===== config.mk =====
export PLATFORM = sky130hd
export DESIGN_NAME = encfb_setup
export DESIGN_NICKNAME = d
export VERILOG_FILES = /design/src/rtl/encfb_setup.v
export VERILOG_INCLUDE_DIRS = /design/src /design/src/rtl
export SDC_FILE = /design/constraint.sdc
export NUM_CORES = 1
export LEC_CHECK = 0
export BUFFER_PORTS_ARGS = -buffer_cell sky130_fd_sc_hd__buf_2
export CAP_MARGIN = 10
export CORE_MARGIN = 2
export CORE_UTILIZATION = 60
export DETAILED_ROUTE_END_ITERATION = 8
export PLACE_DENSITY = 0.85
export SETUP_SLACK_MARGIN = 0.4
export SLEW_MARGIN = 15
export SYNTH_ARGS = -nofsm -noshare
export SYNTH_HDL_FRONTEND = slang
export SYNTH_SLANG_ARGS = --single-unit
export TNS_END_PERCENT = 10

===== constraint.sdc =====
create_clock -name clk -period 2.95 [get_ports clk]
set_input_delay 0.59 -clock clk [delete_from_list [all_inputs] [get_ports clk]]
set_output_delay 0.59 -clock clk [all_outputs]
set_load 0.005 [all_outputs]

===== src/rtl/encfb_consts.vh =====
// constants for the encoder feedback setup block
`ifndef ENCFB_CONSTS_VH
`define ENCFB_CONSTS_VH
// encoder type codes
`define ENCFB_T_QUAD_NC 4'h0
`define ENCFB_T_PD_NC 4'h1
`define ENCFB_T_FWREV_NC 4'h2
`define ENCFB_T_QUAD_WC 4'h3
`define ENCFB_T_PD_WC 4'h4
`define ENCFB_T_FWREV_WC 4'h5
`define ENCFB_T_SINC_PLAIN 4'h6
`define ENCFB_T_SINC_PA 4'h7
`define ENCFB_T_SER_ABS 4'h8
`define ENCFB_T_SINC_PB 4'h9
`define ENCFB_T_SINC_SYNC 4'ha
// family codes
`define ENCFB_F_QUAD 3'h0
`define ENCFB_F_PD 3'h1
`define ENCFB_F_FWREV 3'h2
`define ENCFB_F_SINC 3'h3
`define ENCFB_F_SER 3'h4
`define ENCFB_F_BAD 3'h7
// supply codes
`define ENCFB_SUP_5V 2'h0
`define ENCFB_SUP_8V 2'h1
`define ENCFB_SUP_15V 2'h2
// register offsets
`define ENCFB_A_TYPE 4'h0
`define ENCFB_A_SUPPLY 4'h1
`define ENCFB_A_LINES 4'h2
`define ENCFB_A_TERM 4'h3
`define ENCFB_A_ERRLVL 4'h4
`define ENCFB_A_AUTOFMT 4'h5
`define ENCFB_A_BAUD 4'h6
`define ENCFB_A_TURNS 4'h7
`define ENCFB_A_RES 4'h8
`define ENCFB_A_STATUS 4'h9
`define ENCFB_A_MASK 4'ha
`define ENCFB_A_DECODE 4'hb
// status bit positions
`define ENCFB_S_WIRE 0
`define ENCFB_S_PHASE 1
`define ENCFB_S_AUTO 2
// reset values
`define ENCFB_RST_LINES 16'h0400
`define ENCFB_RST_BAUD 16'h012c
`define ENCFB_RST_TURNS 5'h10
`define ENCFB_RST_RES 5'h11
`endif


===== src/rtl/encfb_setup.v =====
// encoder feedback setup: type decode, termination, error checks, fault status
// Overview of operation
// type 0,3,6 quadrature plain, quadrature commutated, sincos
// type 1,4 pulse-direction without/with commutation
// type 2,5 forward/reverse without/with commutation
// software sets lines to encoder lines
// software sets lines to half pulses
// quad termination 0 none, 1 count, 2 all
// pulse types use same termination codes
// quad error level off, wire, phase, both
// quad phase check only with commutation
// pulse phase check only commutated; wire covers three
// wire break needs termination enabled
// supply select 0 5V, 1 8V, 2 15V
// software disables termination above 5V quadrature
// auto-config fills turns, lines, resolution; the code leaves lines as written for the serial absolute type
// shared bit: auto-config enable or binary format
// baud only used by serial types
// failed enabled check latches readable clearable fault
// type 7,8,9 sincos-a, serial absolute, sincos-b
`timescale 1ns/100ps
`include "encfb_consts.vh"

module encfb_setup #(
  parameter LINES_W = 16
) (
  input wire clk,
  input wire arst_n,
  input wire [3:0] reg_addr,
  input wire [15:0] reg_wdata,
  input wire reg_wr,
  input wire reg_rd,
  output reg [15:0] reg_rdata,
  input wire line_a_lost,
  input wire line_b_lost,
  input wire line_z_lost,
  input wire phase_err_in,
  input wire auto_valid,
  input wire [4:0] auto_turns,
  input wire [LINES_W-1:0] auto_lines,
  input wire [4:0] auto_res,
  output reg term_ab_en,
  output reg term_z_en,
  output reg [1:0] supply_sel,
  output reg comm_lines_used,
  output reg serial_used,
  output reg gray_format,
  output wire irq
);

  // ****************************************
  // type decoding
  // ****************************************

  // the type code picks one of five families and says whether
  // commutation lines or a serial channel come with it
  // the decode is shared by the checks, the pin controls and the readback

  // family of a type code; unknown codes decode as bad so no check or termination applies
  function [2:0] fam_of;
    input [3:0] t;
    begin
      case (t)
        `ENCFB_T_QUAD_NC, `ENCFB_T_QUAD_WC: fam_of = `ENCFB_F_QUAD;
        `ENCFB_T_PD_NC, `ENCFB_T_PD_WC: fam_of = `ENCFB_F_PD;
        `ENCFB_T_FWREV_NC, `ENCFB_T_FWREV_WC: fam_of = `ENCFB_F_FWREV;
        `ENCFB_T_SINC_PLAIN: fam_of = `ENCFB_F_SINC;
        `ENCFB_T_SINC_PA, `ENCFB_T_SINC_PB, `ENCFB_T_SINC_SYNC: fam_of = `ENCFB_F_SINC;
        `ENCFB_T_SER_ABS: fam_of = `ENCFB_F_SER;
        default: fam_of = `ENCFB_F_BAD;
      endcase
    end
  endfunction

  // commutated variants carry extra motor position lines
  function is_comm;
    input [3:0] t;
    begin
      is_comm = (t == `ENCFB_T_QUAD_WC) || (t == `ENCFB_T_PD_WC) || (t == `ENCFB_T_FWREV_WC);
    end
  endfunction

  // types with a serial channel
  function is_serial;
    input [3:0] t;
    begin
      is_serial = (t == `ENCFB_T_SINC_PA) || (t == `ENCFB_T_SER_ABS) || (t == `ENCFB_T_SINC_PB) ||
                  (t == `ENCFB_T_SINC_SYNC);
    end
  endfunction

  // codes 0 to 2 kept as written
  // the spare code 3 folds onto 2 so a stray write never leaves an unknown setting
  function [1:0] sat2;
    input [1:0] c;
    begin
      sat2 = (c == 2'h3) ? 2'h2 : c;
    end
  endfunction

  // ****************************************
  // registers
  // ****************************************

  // number of fault pins and of status events
  localparam N_PINS = 4;
  localparam N_EV = 3;

  // reset leaves a quadrature encoder on the lowest supply with count termination on
  // limitation: settings act at once, so change type and checks while the axis is idle
  // lines, turns and resolution may also be refilled by auto-config
  reg [3:0] type_r;
  reg [1:0] supply_r;
  reg [LINES_W-1:0] lines_r;
  reg [1:0] term_r;
  reg [1:0] errlvl_r;
  reg autofmt_r;
  reg [15:0] baud_r;
  reg [4:0] turns_r;
  reg [4:0] res_r;
  reg [2:0] mask_r;
  reg [15:0] rdata_nxt;

  // decoded type and derived controls
  wire [2:0] fam;
  wire type_comm;
  wire type_serial;
  wire type_sync;
  wire incr;
  wire term_ab_nxt;
  wire term_z_nxt;
  wire gray_nxt;
  wire [LINES_W+15:0] lines_ext;

  // fault path
  wire [3:0] pin_raw;
  wire [3:0] lost;
  wire [2:0] ev;
  wire [2:0] status;
  wire wire_chk;
  wire phase_chk;
  wire wr_status;

  assign fam = fam_of(type_r);
  assign type_comm = is_comm(type_r);
  assign type_serial = is_serial(type_r);
  assign type_sync = (type_r == `ENCFB_T_SINC_SYNC);
  // incremental families use termination and wire checks
  assign incr = (fam == `ENCFB_F_QUAD) || (fam == `ENCFB_F_PD) || (fam == `ENCFB_F_FWREV);
  // zero-extended copy so the readback works for any line width up to 16
  assign lines_ext = {16'h0000, lines_r};

  // wire checks only meaningful with termination on, since the sense runs through the resistors
  assign wire_chk = incr && errlvl_r[0] && (term_r != 2'h0);
  // phase checks only on commutated variants
  assign phase_chk = incr && errlvl_r[1] && type_comm;

  // z line only counts when its termination is on
  assign ev[`ENCFB_S_WIRE] = wire_chk && (lost[0] || lost[1] || (lost[2] && term_r == 2'h2));
  // phase error is an outside flag; this block only gates and latches it
  assign ev[`ENCFB_S_PHASE] = phase_chk && lost[3];
  // the sync-serial type reads the shared bit as format, so it never auto-configures
  assign ev[`ENCFB_S_AUTO] = auto_valid && autofmt_r && !type_sync && type_serial;
  // status write strobe, used by the sticky bits
  assign wr_status = reg_wr && (reg_addr == `ENCFB_A_STATUS);

  // ****************************************
  // pin synchronisers
  // ****************************************

  // the fault pins come from the motor cable and are not timed to clk
  // each passes its own chain, so the pins may settle in different cycles

  // fault pins in bit order a, b, z, phase
  assign pin_raw = {phase_err_in, line_z_lost, line_b_lost, line_a_lost};

  // three stages; a level is taken once stages two and three agree, which drops one-cycle glitches
  // stage one is read only by stage two
  genvar gi;
  generate
    for (gi = 0; gi < N_PINS; gi = gi + 1) begin : g_sync
      reg s1_r;
      reg s2_r;
      reg s3_r;
      reg take_r;
      always @(posedge clk or negedge arst_n) begin
        if (!arst_n) begin
          s1_r <= 1'b0;
          s2_r <= 1'b0;
          s3_r <= 1'b0;
          take_r <= 1'b0;
        end else begin
          s1_r <= pin_raw[gi];
          s2_r <= s1_r;
          s3_r <= s2_r;
          if (s2_r == s3_r) begin
            take_r <= s3_r;
          end
        end
      end
      assign lost[gi] = take_r;
    end
  endgenerate

  // ****************************************
  // register writes
  // ****************************************

  // writes land at the edge that takes the strobe
  // unmapped indices and the read-only decode word ignore writes

  // plain settings written by software only
  always @(posedge clk or negedge arst_n) begin
    if (!arst_n) begin
      type_r <= `ENCFB_T_QUAD_NC;
      supply_r <= `ENCFB_SUP_5V;
      term_r <= 2'h1;
      errlvl_r <= 2'h0;
      autofmt_r <= 1'b0;
      baud_r <= `ENCFB_RST_BAUD;
      mask_r <= 3'h0;
    end else if (reg_wr) begin
      case (reg_addr)
        `ENCFB_A_TYPE: type_r <= reg_wdata[3:0];
        `ENCFB_A_SUPPLY: supply_r <= sat2(reg_wdata[1:0]);
        `ENCFB_A_TERM: term_r <= sat2(reg_wdata[1:0]);
        `ENCFB_A_ERRLVL: errlvl_r <= reg_wdata[1:0];
        `ENCFB_A_AUTOFMT: autofmt_r <= reg_wdata[0];
        `ENCFB_A_BAUD: baud_r <= reg_wdata;
        `ENCFB_A_MASK: mask_r <= reg_wdata[2:0];
        default: ;
      endcase
    end
  end

  // serial parameters: software writes them, and a same-cycle auto-config update wins
  always @(posedge clk or negedge arst_n) begin
    if (!arst_n) begin
      lines_r <= `ENCFB_RST_LINES;
      turns_r <= `ENCFB_RST_TURNS;
      res_r <= `ENCFB_RST_RES;
    end else begin
      if (reg_wr && (reg_addr == `ENCFB_A_LINES)) begin
        lines_r <= reg_wdata[LINES_W-1:0];
      end
      if (reg_wr && (reg_addr == `ENCFB_A_TURNS)) begin
        turns_r <= reg_wdata[4:0];
      end
      if (reg_wr && (reg_addr == `ENCFB_A_RES)) begin
        res_r <= reg_wdata[4:0];
      end
      // limitation: a software value written in the same cycle as an update is lost
      if (ev[`ENCFB_S_AUTO]) begin
        turns_r <= auto_turns;
        res_r <= auto_res;
        // a serial-only encoder has no sine cycles, so its line count stays as written
        if (type_r != `ENCFB_T_SER_ABS) begin
          lines_r <= auto_lines;
        end
      end
    end
  end

  // ****************************************
  // fault status and interrupt
  // ****************************************

  // the events are levels while a fault stands, so a bit cannot be cleared
  // until its cause has gone; auto-config done is a single-cycle event
  // bit 0 wire break, bit 1 phase error, bit 2 auto-config done

  // one sticky bit per event, write one to clear; a new event wins over a clear in the same cycle
  generate
    for (gi = 0; gi < N_EV; gi = gi + 1) begin : g_sticky
      reg flag_r;
      always @(posedge clk or negedge arst_n) begin
        if (!arst_n) begin
          flag_r <= 1'b0;
        end else begin
          flag_r <= (flag_r && !(wr_status && reg_wdata[gi])) || ev[gi];
        end
      end
      assign status[gi] = flag_r;
    end
  endgenerate

  // level output: it drops only when software clears the bit or masks it
  // combinational from two registers, so it carries no glitch
  assign irq = |(status & mask_r);

  // ****************************************
  // pin controls and readback
  // ****************************************

  // all pin controls are registered, one edge behind the settings
  // read data stands one cycle after the strobe and is zero otherwise

  // termination only for incremental types; codes shared across families
  assign term_ab_nxt = incr && (term_r != 2'h0);
  assign term_z_nxt = incr && (term_r == 2'h2);
  // ssi uses the shared bit as format: 0 gray, 1 binary
  assign gray_nxt = type_sync && !autofmt_r;

  // read mux; unmapped indices read as zero
  always @* begin
    rdata_nxt = 16'h0000;
    case (reg_addr)
      `ENCFB_A_TYPE: rdata_nxt = {12'h000, type_r};
      `ENCFB_A_SUPPLY: rdata_nxt = {14'h0000, supply_r};
      `ENCFB_A_LINES: rdata_nxt = lines_ext[15:0];
      `ENCFB_A_TERM: rdata_nxt = {14'h0000, term_r};
      `ENCFB_A_ERRLVL: rdata_nxt = {14'h0000, errlvl_r};
      `ENCFB_A_AUTOFMT: rdata_nxt = {15'h0000, autofmt_r};
      `ENCFB_A_BAUD: rdata_nxt = baud_r;
      `ENCFB_A_TURNS: rdata_nxt = {11'h000, turns_r};
      `ENCFB_A_RES: rdata_nxt = {11'h000, res_r};
      `ENCFB_A_STATUS: rdata_nxt = {13'h0000, status};
      `ENCFB_A_MASK: rdata_nxt = {13'h0000, mask_r};
      // decode word: serial, commutation, family
      `ENCFB_A_DECODE: rdata_nxt = {11'h000, serial_used, comm_lines_used, fam};
      default: rdata_nxt = 16'h0000;
    endcase
  end

  // reset leaves every pin control off, with the supply select on 5V
  always @(posedge clk or negedge arst_n) begin
    if (!arst_n) begin
      term_ab_en <= 1'b0;
      term_z_en <= 1'b0;
      supply_sel <= `ENCFB_SUP_5V;
      comm_lines_used <= 1'b0;
      serial_used <= 1'b0;
      gray_format <= 1'b0;
      reg_rdata <= 16'h0000;
    end else begin
      term_ab_en <= term_ab_nxt;
      term_z_en <= term_z_nxt;
      supply_sel <= supply_r;
      comm_lines_used <= type_comm;
      serial_used <= type_serial;
      gray_format <= gray_nxt;
      reg_rdata <= reg_rd ? rdata_nxt : 16'h0000;
    end
  end

endmodule // encfb_setup


==> results.py, run 1 <==
metrics = {
    "route": {
        "drt_pre_antenna_iters": 6,
        "post-route-drc-count": 0,
        "wl_microns": 9910,
        "detail_route.wl_per_cell_microns": 18.4,
        "final_antenna_net_count": 0,
        "via_count": 3121,
        "vias_per_cell": 5.80,
        "drtIter0Drc": 240,
    },
    "timing": {
        "setup_viol": 0,
        "slew_viol_final": 0,
        "rsz0062_at_grt": "no",
        "worst_pin_slew_ps": 978,
        "hold_viol": 0,
        "finalSetupTns_ps": 0,
        "fin_worst_skew_ps": 8.50,
        "maxSlewHeadroom_pct": 34.8,
        "fin_hold_ws_ps": 316,
        "fin_crit_sh_pct": 71.9,
        "fmax_mhz": 471,
        "fin_crit_ps": 2120,
    },
    "finish": {
        "layout-drive-gt1-share_pct": 46.0,
        "fin_util_pct": 71.8,
        "nets": 495,
        "antennaDiodeCount": 0,
        "syn2layout_area_growth_pct": 15.1,
    },
    "power_and_ir_drop": {
        "ir_drop_mv": 0.443,
        "power.leakage_nw": 2.45,
        "powerDensity_mw_per_mm2": 728,
    },
    "clock_network": {
        "clk_pin_slew_ps": 100,
        "cts_resized": 0,
        "clock_latency_ps": 380,
        "clockBufferDepth": 2,
        "cts_made_buffers": 9,
        "cts_tree": "built",
        "cts_root_buf": "clkbuf_8",
        "post_cts_buffers": 0,
        "cts_sinks": 98,
        "ctsHoldBuffers": 0,
        "htree_levels": 3,
    },
    "placement": {
        "io_buffers": 78,
        "dp_hpwl_microns": 6960,
        "place.gp.congestion": 0.911,
    },
    "worst_setup_path": {
        "r2r_slack_ps": 830,
        "r2r.worst_path.cells": 7,
        "worstPathArrival_ps": 2390,
        "r2r_start": "type_r[0]$_DFFE_PN0P_",
        "worstSetupPathType": "reg2reg",
        "critPathCaptureType": "flop",
        "path_max_fanout": 16,
        "critPathLaunchType": "flop",
        "cp.required_ps": 3220,
        "setup.worst_path.end": "lines_r[5]$_DFF_PN0_",
        "r2r-end": "lines_r[5]$_DFF_PN0_",
        "crit_start": "type_r[0]$_DFFE_PN0P_",
    },
    "synth": {
        "syn_area_per_cell_sq_um": 12.8,
        "synth.top_cells.by_count": "dfrtp_1, mux2_2, nor2_1",
        "ys_ff_latch": 98,
        "synth_edf_count": 0,
        "yosys.area.top_type": "dfrtp_1",
        "synth_async_sr_flop_share_pct": 100,
        "synth_top_area_share_pct": 48.8,
        "syn-num-nets": 418,
        "synth.distinct_cells": 51,
        "netlist_instances": 357,
        "ys_warn_count": 0,
        "synth_area_sq_mm": 0.00457,
        "ys_seq_area_share_pct": 53.9,
        "synthTopCellsByArea": "dfrtp_1, mux2_2, dfstp_2",
        "synth.most_common_cell": "dfrtp_1",
        "yosys_most_used_dff": "dfrtp_1",
    },
    "global_route": {
        "grt_max_degree": 83,
        "grt_pass1_wl_microns": 16500,
        "antenna_found_initial": 0,
        "grt_pass1_vias": 3317,
        "gr-total-overflow": 0,
        "track_usage_pct": 25.9,
    },
    "outcome": {
        "status": "completed",
    },
    "floorplanning": {
        "start_util_pct": 62.3,
        "die_height_microns": 91.3,
        "dieArea_sq_mm": 0.00833,
        "core-area_sq_mm": 0.00733,
        "ioPinCount": 79,
        "die_w_microns": 91.3,
        "rows": 31,
    },
    "min_path": {
        "hold_path_class": "in2reg",
    },
    "job": {
        "max_cap_viol_count": 0,
    },
}
worst max-delay path: stages (launching register included):
cell and delay [ps]:
dfrtp_1 470, inv_1 150, ha_1 210, nor3_1 60, o22a_1 270, nor3_4 210, buf_4 270, mux2_2 360
where the power goes:
group / internal [mW] / total (mW) / switching, mW
Clock: 0.420 / 0.948 / 0.528
Combinational: 0.571 / 0.940 / 0.370
Sequential: 1.71 / 1.94 / 0.231
Total: 2.70 / 3.83 / 1.13
sequential cells by signal, summed over array words and instances, names as in the netlist, 3 cells and up:
| name | cells |
|---|---|
| baud_r | 16 |
| lines_r | 16 |
| reg_rdata | 16 |
| res_r | 5 |
| turns_r | 5 |
| g_sync.s1_r | 4 |
| g_sync.s2_r | 4 |
| g_sync.s3_r | 4 |
| g_sync.take_r | 4 |
| type_r | 4 |
| g_sticky.flag_r | 3 |
| mask_r | 3 |
per-stage QoR:
stage | std cells | area, sq um | setup slack [ps] | power [mW]
2_1_floorplan | 357 | 4570 | 905 | 2.59
3_3_place_gp | 522 | 5040 | 494 | 2.85
3_5_place_dp | 522 | 5040 | 495 | 2.90
4_1_cts | 538 | 5260 | 835 | 3.85
5_1_grt | 538 | 5260 | 718 | 4.04
6_report | 538 | 5260 | 828 | 3.83
worst min-delay path by stage:
stage,slack [ps],start,end,cells after the start
floorplan,290,arst_n,autofmt_r$_DFFE_PN0P_,0
global placement,330,g_sync[2].s1_r$_DFF_PN0_,g_sync[2].s2_r$_DFF_PN0_,0
detailed placement,340,g_sync[0].s1_r$_DFF_PN0_,g_sync[0].s2_r$_DFF_PN0_,0
CTS,310,line_a_lost,g_sync[0].s1_r$_DFF_PN0_,1
global route,300,line_a_lost,g_sync[0].s1_r$_DFF_PN0_,1
finish,320,line_a_lost,g_sync[0].s1_r$_DFF_PN0_,1
metal layers:
layer  track usage (%)  wire length (microns)
met1              34.5                   4320
met2              41.1                   4830
met3              8.13                    623
met4              7.45                    133
met5                 0                      0
logic make-up after synthesis:
group	Yosys count	synth area share [%]
AND/OR/NAND/NOR	85	10.4
adder cells (fa/ha/maj)	10	2.52
buffers and inverters	27	2.85
multiplexers	89	22.6
AO/OA/AOI/OAI	48	7.72
flip-flops	98	53.9
final cells by class:
cell class | instances | area, sq um
timing repair buffer | 86 | 453
clock inverter | 7 | 95.1
fill | 516 | 2070
clock buffer | 9 | 124
sequential | 98 | 2460
inverter | 7 | 26.3
multi-input combinational | 232 | 1970
tap | 99 | 124
layout by cell type, fill, tap and decap left out, types with 2 or more instances in the layout:
cell type / instances
nor3_1: 6
dfrtp_1: 89
nor3b_1: 4
nand3b_1: 6
inv_6: 3
nand2_1: 15
a22o_1: 3
and2_1: 2
nor2b_1: 5
clkbuf_8: 9
a22oi_1: 13
buf_2: 77
o31ai_1: 3
dfstp_2: 9
o21ai_0: 5
mux2_4: 10
ha_1: 6
mux2i_1: 5
a211oi_1: 3
maj3_1: 4
nand3_1: 5
inv_8: 2
a21oi_1: 5
a31oi_1: 3
nand2b_1: 6
nor2_1: 26
a222oi_1: 2
and3_1: 2
buf_4: 9
inv_1: 7
mux2_2: 74
(Power assumes the default switching activity.)
==> run 2, diff against run 1 <==
--- a/config.mk
+++ b/config.mk
@@ -6,12 +6,13 @@
 export SDC_FILE = /design/constraint.sdc
 export NUM_CORES = 1
 export LEC_CHECK = 0
+export ABC_AREA = 1
 export BUFFER_PORTS_ARGS = -buffer_cell sky130_fd_sc_hd__buf_2
 export CAP_MARGIN = 10
 export CORE_MARGIN = 2
-export CORE_UTILIZATION = 60
+export CORE_UTILIZATION = 50
 export DETAILED_ROUTE_END_ITERATION = 8
-export PLACE_DENSITY = 0.85
+export PLACE_DENSITY = 0.75
 export SETUP_SLACK_MARGIN = 0.4
 export SLEW_MARGIN = 15
 export SYNTH_ARGS = -nofsm -noshare
==> constraint.sdc (replaced) <==
create_clock -name clk -period 1.92 [get_ports clk]
set_input_delay 0.384 -clock clk [delete_from_list [all_inputs] [get_ports clk]]
set_output_delay 0.384 -clock clk [all_outputs]
set_load 0.005 [all_outputs]
==> run 2 against run 1 <==
Global-route usage is 1.2 points lower. Fmax grew 34%. Non-clock buffer count grew 14. Combinational power rose by 38%. Sequential cell count did not move. Area after synthesis decreased by 0.60%. Routed wire length rose by 16%.
==> results.py, run 2 <==
metrics = {
    "clock_network": {
        "cts_tree": "built",
        "cts_sinks": 98,
        "htree_levels": 3,
        "cts_made_buffers": 9,
        "ctsHoldBuffers": 0,
        "clk_pin_slew_ps": 100,
        "clockBufferDepth": 2,
        "cts_root_buf": "clkbuf_8",
        "clock_latency_ps": 370,
    },
    "global_route": {
        "grt_pass1_vias": 3811,
        "grt_pass1_wl_microns": 19200,
        "antenna_found_initial": 0,
        "grt_max_degree": 99,
        "track_usage_pct": 24.7,
        "gr-total-overflow": 0,
    },
    "route": {
        "final_antenna_net_count": 0,
        "via_count": 3981,
        "drt_pre_antenna_iters": 5,
        "detail_route.wl_per_cell_microns": 15.3,
        "wl_microns": 11500,
        "post-route-drc-count": 0,
        "vias_per_cell": 5.29,
        "drtIter0Drc": 275,
    },
    "placement": {
        "io_buffers": 78,
        "dpl_worst_slack_ps": 131,
        "place.gp.congestion": 0.980,
        "dp_hpwl_microns": 8070,
        "dp.cells": 724,
        "post_dp_cell_area_sq_mm": 0.00507,
    },
    "worst_setup_path": {
        "cp_slowest_cell": "dfrtp_1",
        "path_buf_inv": 3,
        "max_stage_delay_ps": 440,
        "critPathCaptureType": "flop",
        "critical_path.top_delay_family": "buffers and inverters",
        "worstPathArrival_ps": 1850,
        "critical_path.cell_chain": "inv_2 -> ha_4 -> nand3_4 -> nand3_2 -> nand3_4 -> buf_4 -> buf_4 -> nand3_1 -> nand3_1",
        "worstSetupPathType": "reg2reg",
        "path_max_fanout": 5,
        "critPathLaunchType": "flop",
        "cp.required_ps": 2190,
    },
    "finish": {
        "layout-drive-gt1-share_pct": 23.9,
        "instances_no_fill": 753,
        "final_cell_mix": "nand2_1, dfrtp_1, buf_2",
        "fin_util_pct": 62.7,
        "syn2layout_area_growth_pct": 20.9,
        "nets": 701,
        "multiInputGateArea_sq_mm": 0.00191,
        "reg_top3": "baud_r: 16 flops, lines_r: 16 flops, reg_rdata: 16 flops",
        "regArea_sq_mm": 0.00246,
        "antennaDiodeCount": 0,
        "final_common_cell": "nand2_1",
        "design_area_sq_mm": 0.00549,
        "fillerInstances": 773,
    },
    "timing": {
        "fin_hold_ws_ps": 27.9,
        "hold_viol": 0,
        "fmax_mhz": 632,
        "setup_viol": 0,
        "fin_worst_skew_ps": 12.6,
        "rsz0062_at_grt": "yes",
        "slew_viol_final": 0,
        "fin_crit_ps": 1580,
        "finalWorstSetupSlack_ps": 339,
        "worst_pin_slew_ps": 525,
        "finalSetupTns_ps": 0,
        "maxSlewHeadroom_pct": 65.0,
        "fin_crit_sh_pct": 82.3,
    },
    "power_and_ir_drop": {
        "total_power_mw": 5.73,
        "power.leakage_nw": 2.85,
        "p_clk_share_pct": 25.8,
        "combPwrFrac_pct": 22.6,
        "p_int_mw": 3.88,
        "seqPwrFrac_pct": 51.6,
        "ir_drop_mv": 0.440,
        "powerDensity_mw_per_mm2": 1040,
        "p_sw_mw": 1.85,
        "swShare_pct": 32.3,
    },
    "synth": {
        "synth_top_area_share_pct": 49.0,
        "synth_area_sq_mm": 0.00454,
        "synth.most_common_cell": "nand2_1",
        "syn_area_per_cell_sq_um": 8.35,
        "synth.distinct_cells": 30,
        "synth.top_cells.by_count": "nand2_1, dfrtp_1, nand3_1",
        "ys_warn_count": 0,
        "synth_async_sr_flop_share_pct": 100,
        "ys_seq_area_share_pct": 54.3,
        "synth_edf_count": 0,
        "synthTopCellsByArea": "dfrtp_1, nand2_1, nand3_1",
        "syn-num-nets": 605,
        "ys_ff_latch": 98,
        "yosys_most_used_dff": "dfrtp_1",
        "netlist_instances": 544,
        "yosys.area.top_type": "dfrtp_1",
    },
    "floorplanning": {
        "ioPinCount": 79,
        "die_w_microns": 99.3,
        "die_height_microns": 99.3,
        "start_util_pct": 51.8,
        "rows": 34,
        "core-area_sq_mm": 0.00876,
        "dieArea_sq_mm": 0.00986,
    },
    "outcome": {
        "status": "completed",
    },
    "job": {
        "max_cap_viol_count": 0,
    },
    "min_path": {
        "hold_path_class": "in2async",
    },
}
[run 2: final timing paths]
path                                             to  cells past startpoint  slack [ps]                startpoint
hold reg to reg            g_sync[1].s2_r$_DFF_PN0_                      0         360  g_sync[1].s1_r$_DFF_PN0_
hold / removal             g_sync[1].s2_r$_DFF_PN0_                      2          30                    arst_n
setup / recovery             turns_r[1]$_DFFE_PN0P_                      9         340     type_r[1]$_DFFE_PN0P_
max in group asynchronous     baud_r[2]$_DFFE_PN1P_                      2        1460                    arst_n
setup reg to reg             turns_r[1]$_DFFE_PN0P_                      9         340     type_r[1]$_DFFE_PN0P_
min in group clk           g_sync[1].s1_r$_DFF_PN0_                      1         110               line_b_lost
[run 2: layout make-up]
| cell class | count | area share [%] |
|---|---|---|
| multi-input combinational | 391 | 34.7 |
| timing repair buffer | 100 | 10.9 |
| sequential | 98 | 44.9 |
| clock inverter | 6 | 1.64 |
| tap | 108 | 2.46 |
| clock buffer | 10 | 2.32 |
| inverter | 40 | 3.10 |
[run 2: timing repair]
item,in CTS,in global routing
endpoints found under the hold margin,0,0
setup endpoints to repair,31,33
gates resized for setup,15,6
setup buffers,8,3
gates cloned,2,0
pin swaps,4,3
[run 2: worst reg2reg max path: stages (launching register included)]
cell and delay, ps:
dfrtp_1 440, inv_2 150, ha_4 170, nand3_4 80
nand3_2 100, nand3_4 90, buf_4 180, buf_4 130
nand3_1 60, nand3_1 70
[run 2: power groups by stage]
stage,sequential (mW),clock [mW],combinational [mW]
final,2.96,1.48,1.30
after global routing,2.99,1.58,1.48
after CTS,2.94,1.50,1.28
after detailed placement,2.98,0,1.17
after global placement,2.96,0,1.14
after floorplan,2.85,0,0.805
[run 2: metal layers]
| layer | up-vias | track usage (%) | part of all wire, % |
|---|---|---|---|
| li1 | 1945 | - | - |
| met1 | 1869 | 37.3 | 48 |
| met5 | - | 0 | 0 |
| met3 | 19 | 5.69 | 6.7 |
| met4 | 0 | 7.17 | 1.5 |
| met2 | 148 | 35.9 | 44 |
[run 2: cells by family after synthesis]
family | Yosys count | synth area share [%]
flops | 98 | 54.3
simple gates | 310 | 29.9
buf+inv | 56 | 5.32
fa+ha+maj | 10 | 2.54
compound gates | 70 | 7.99
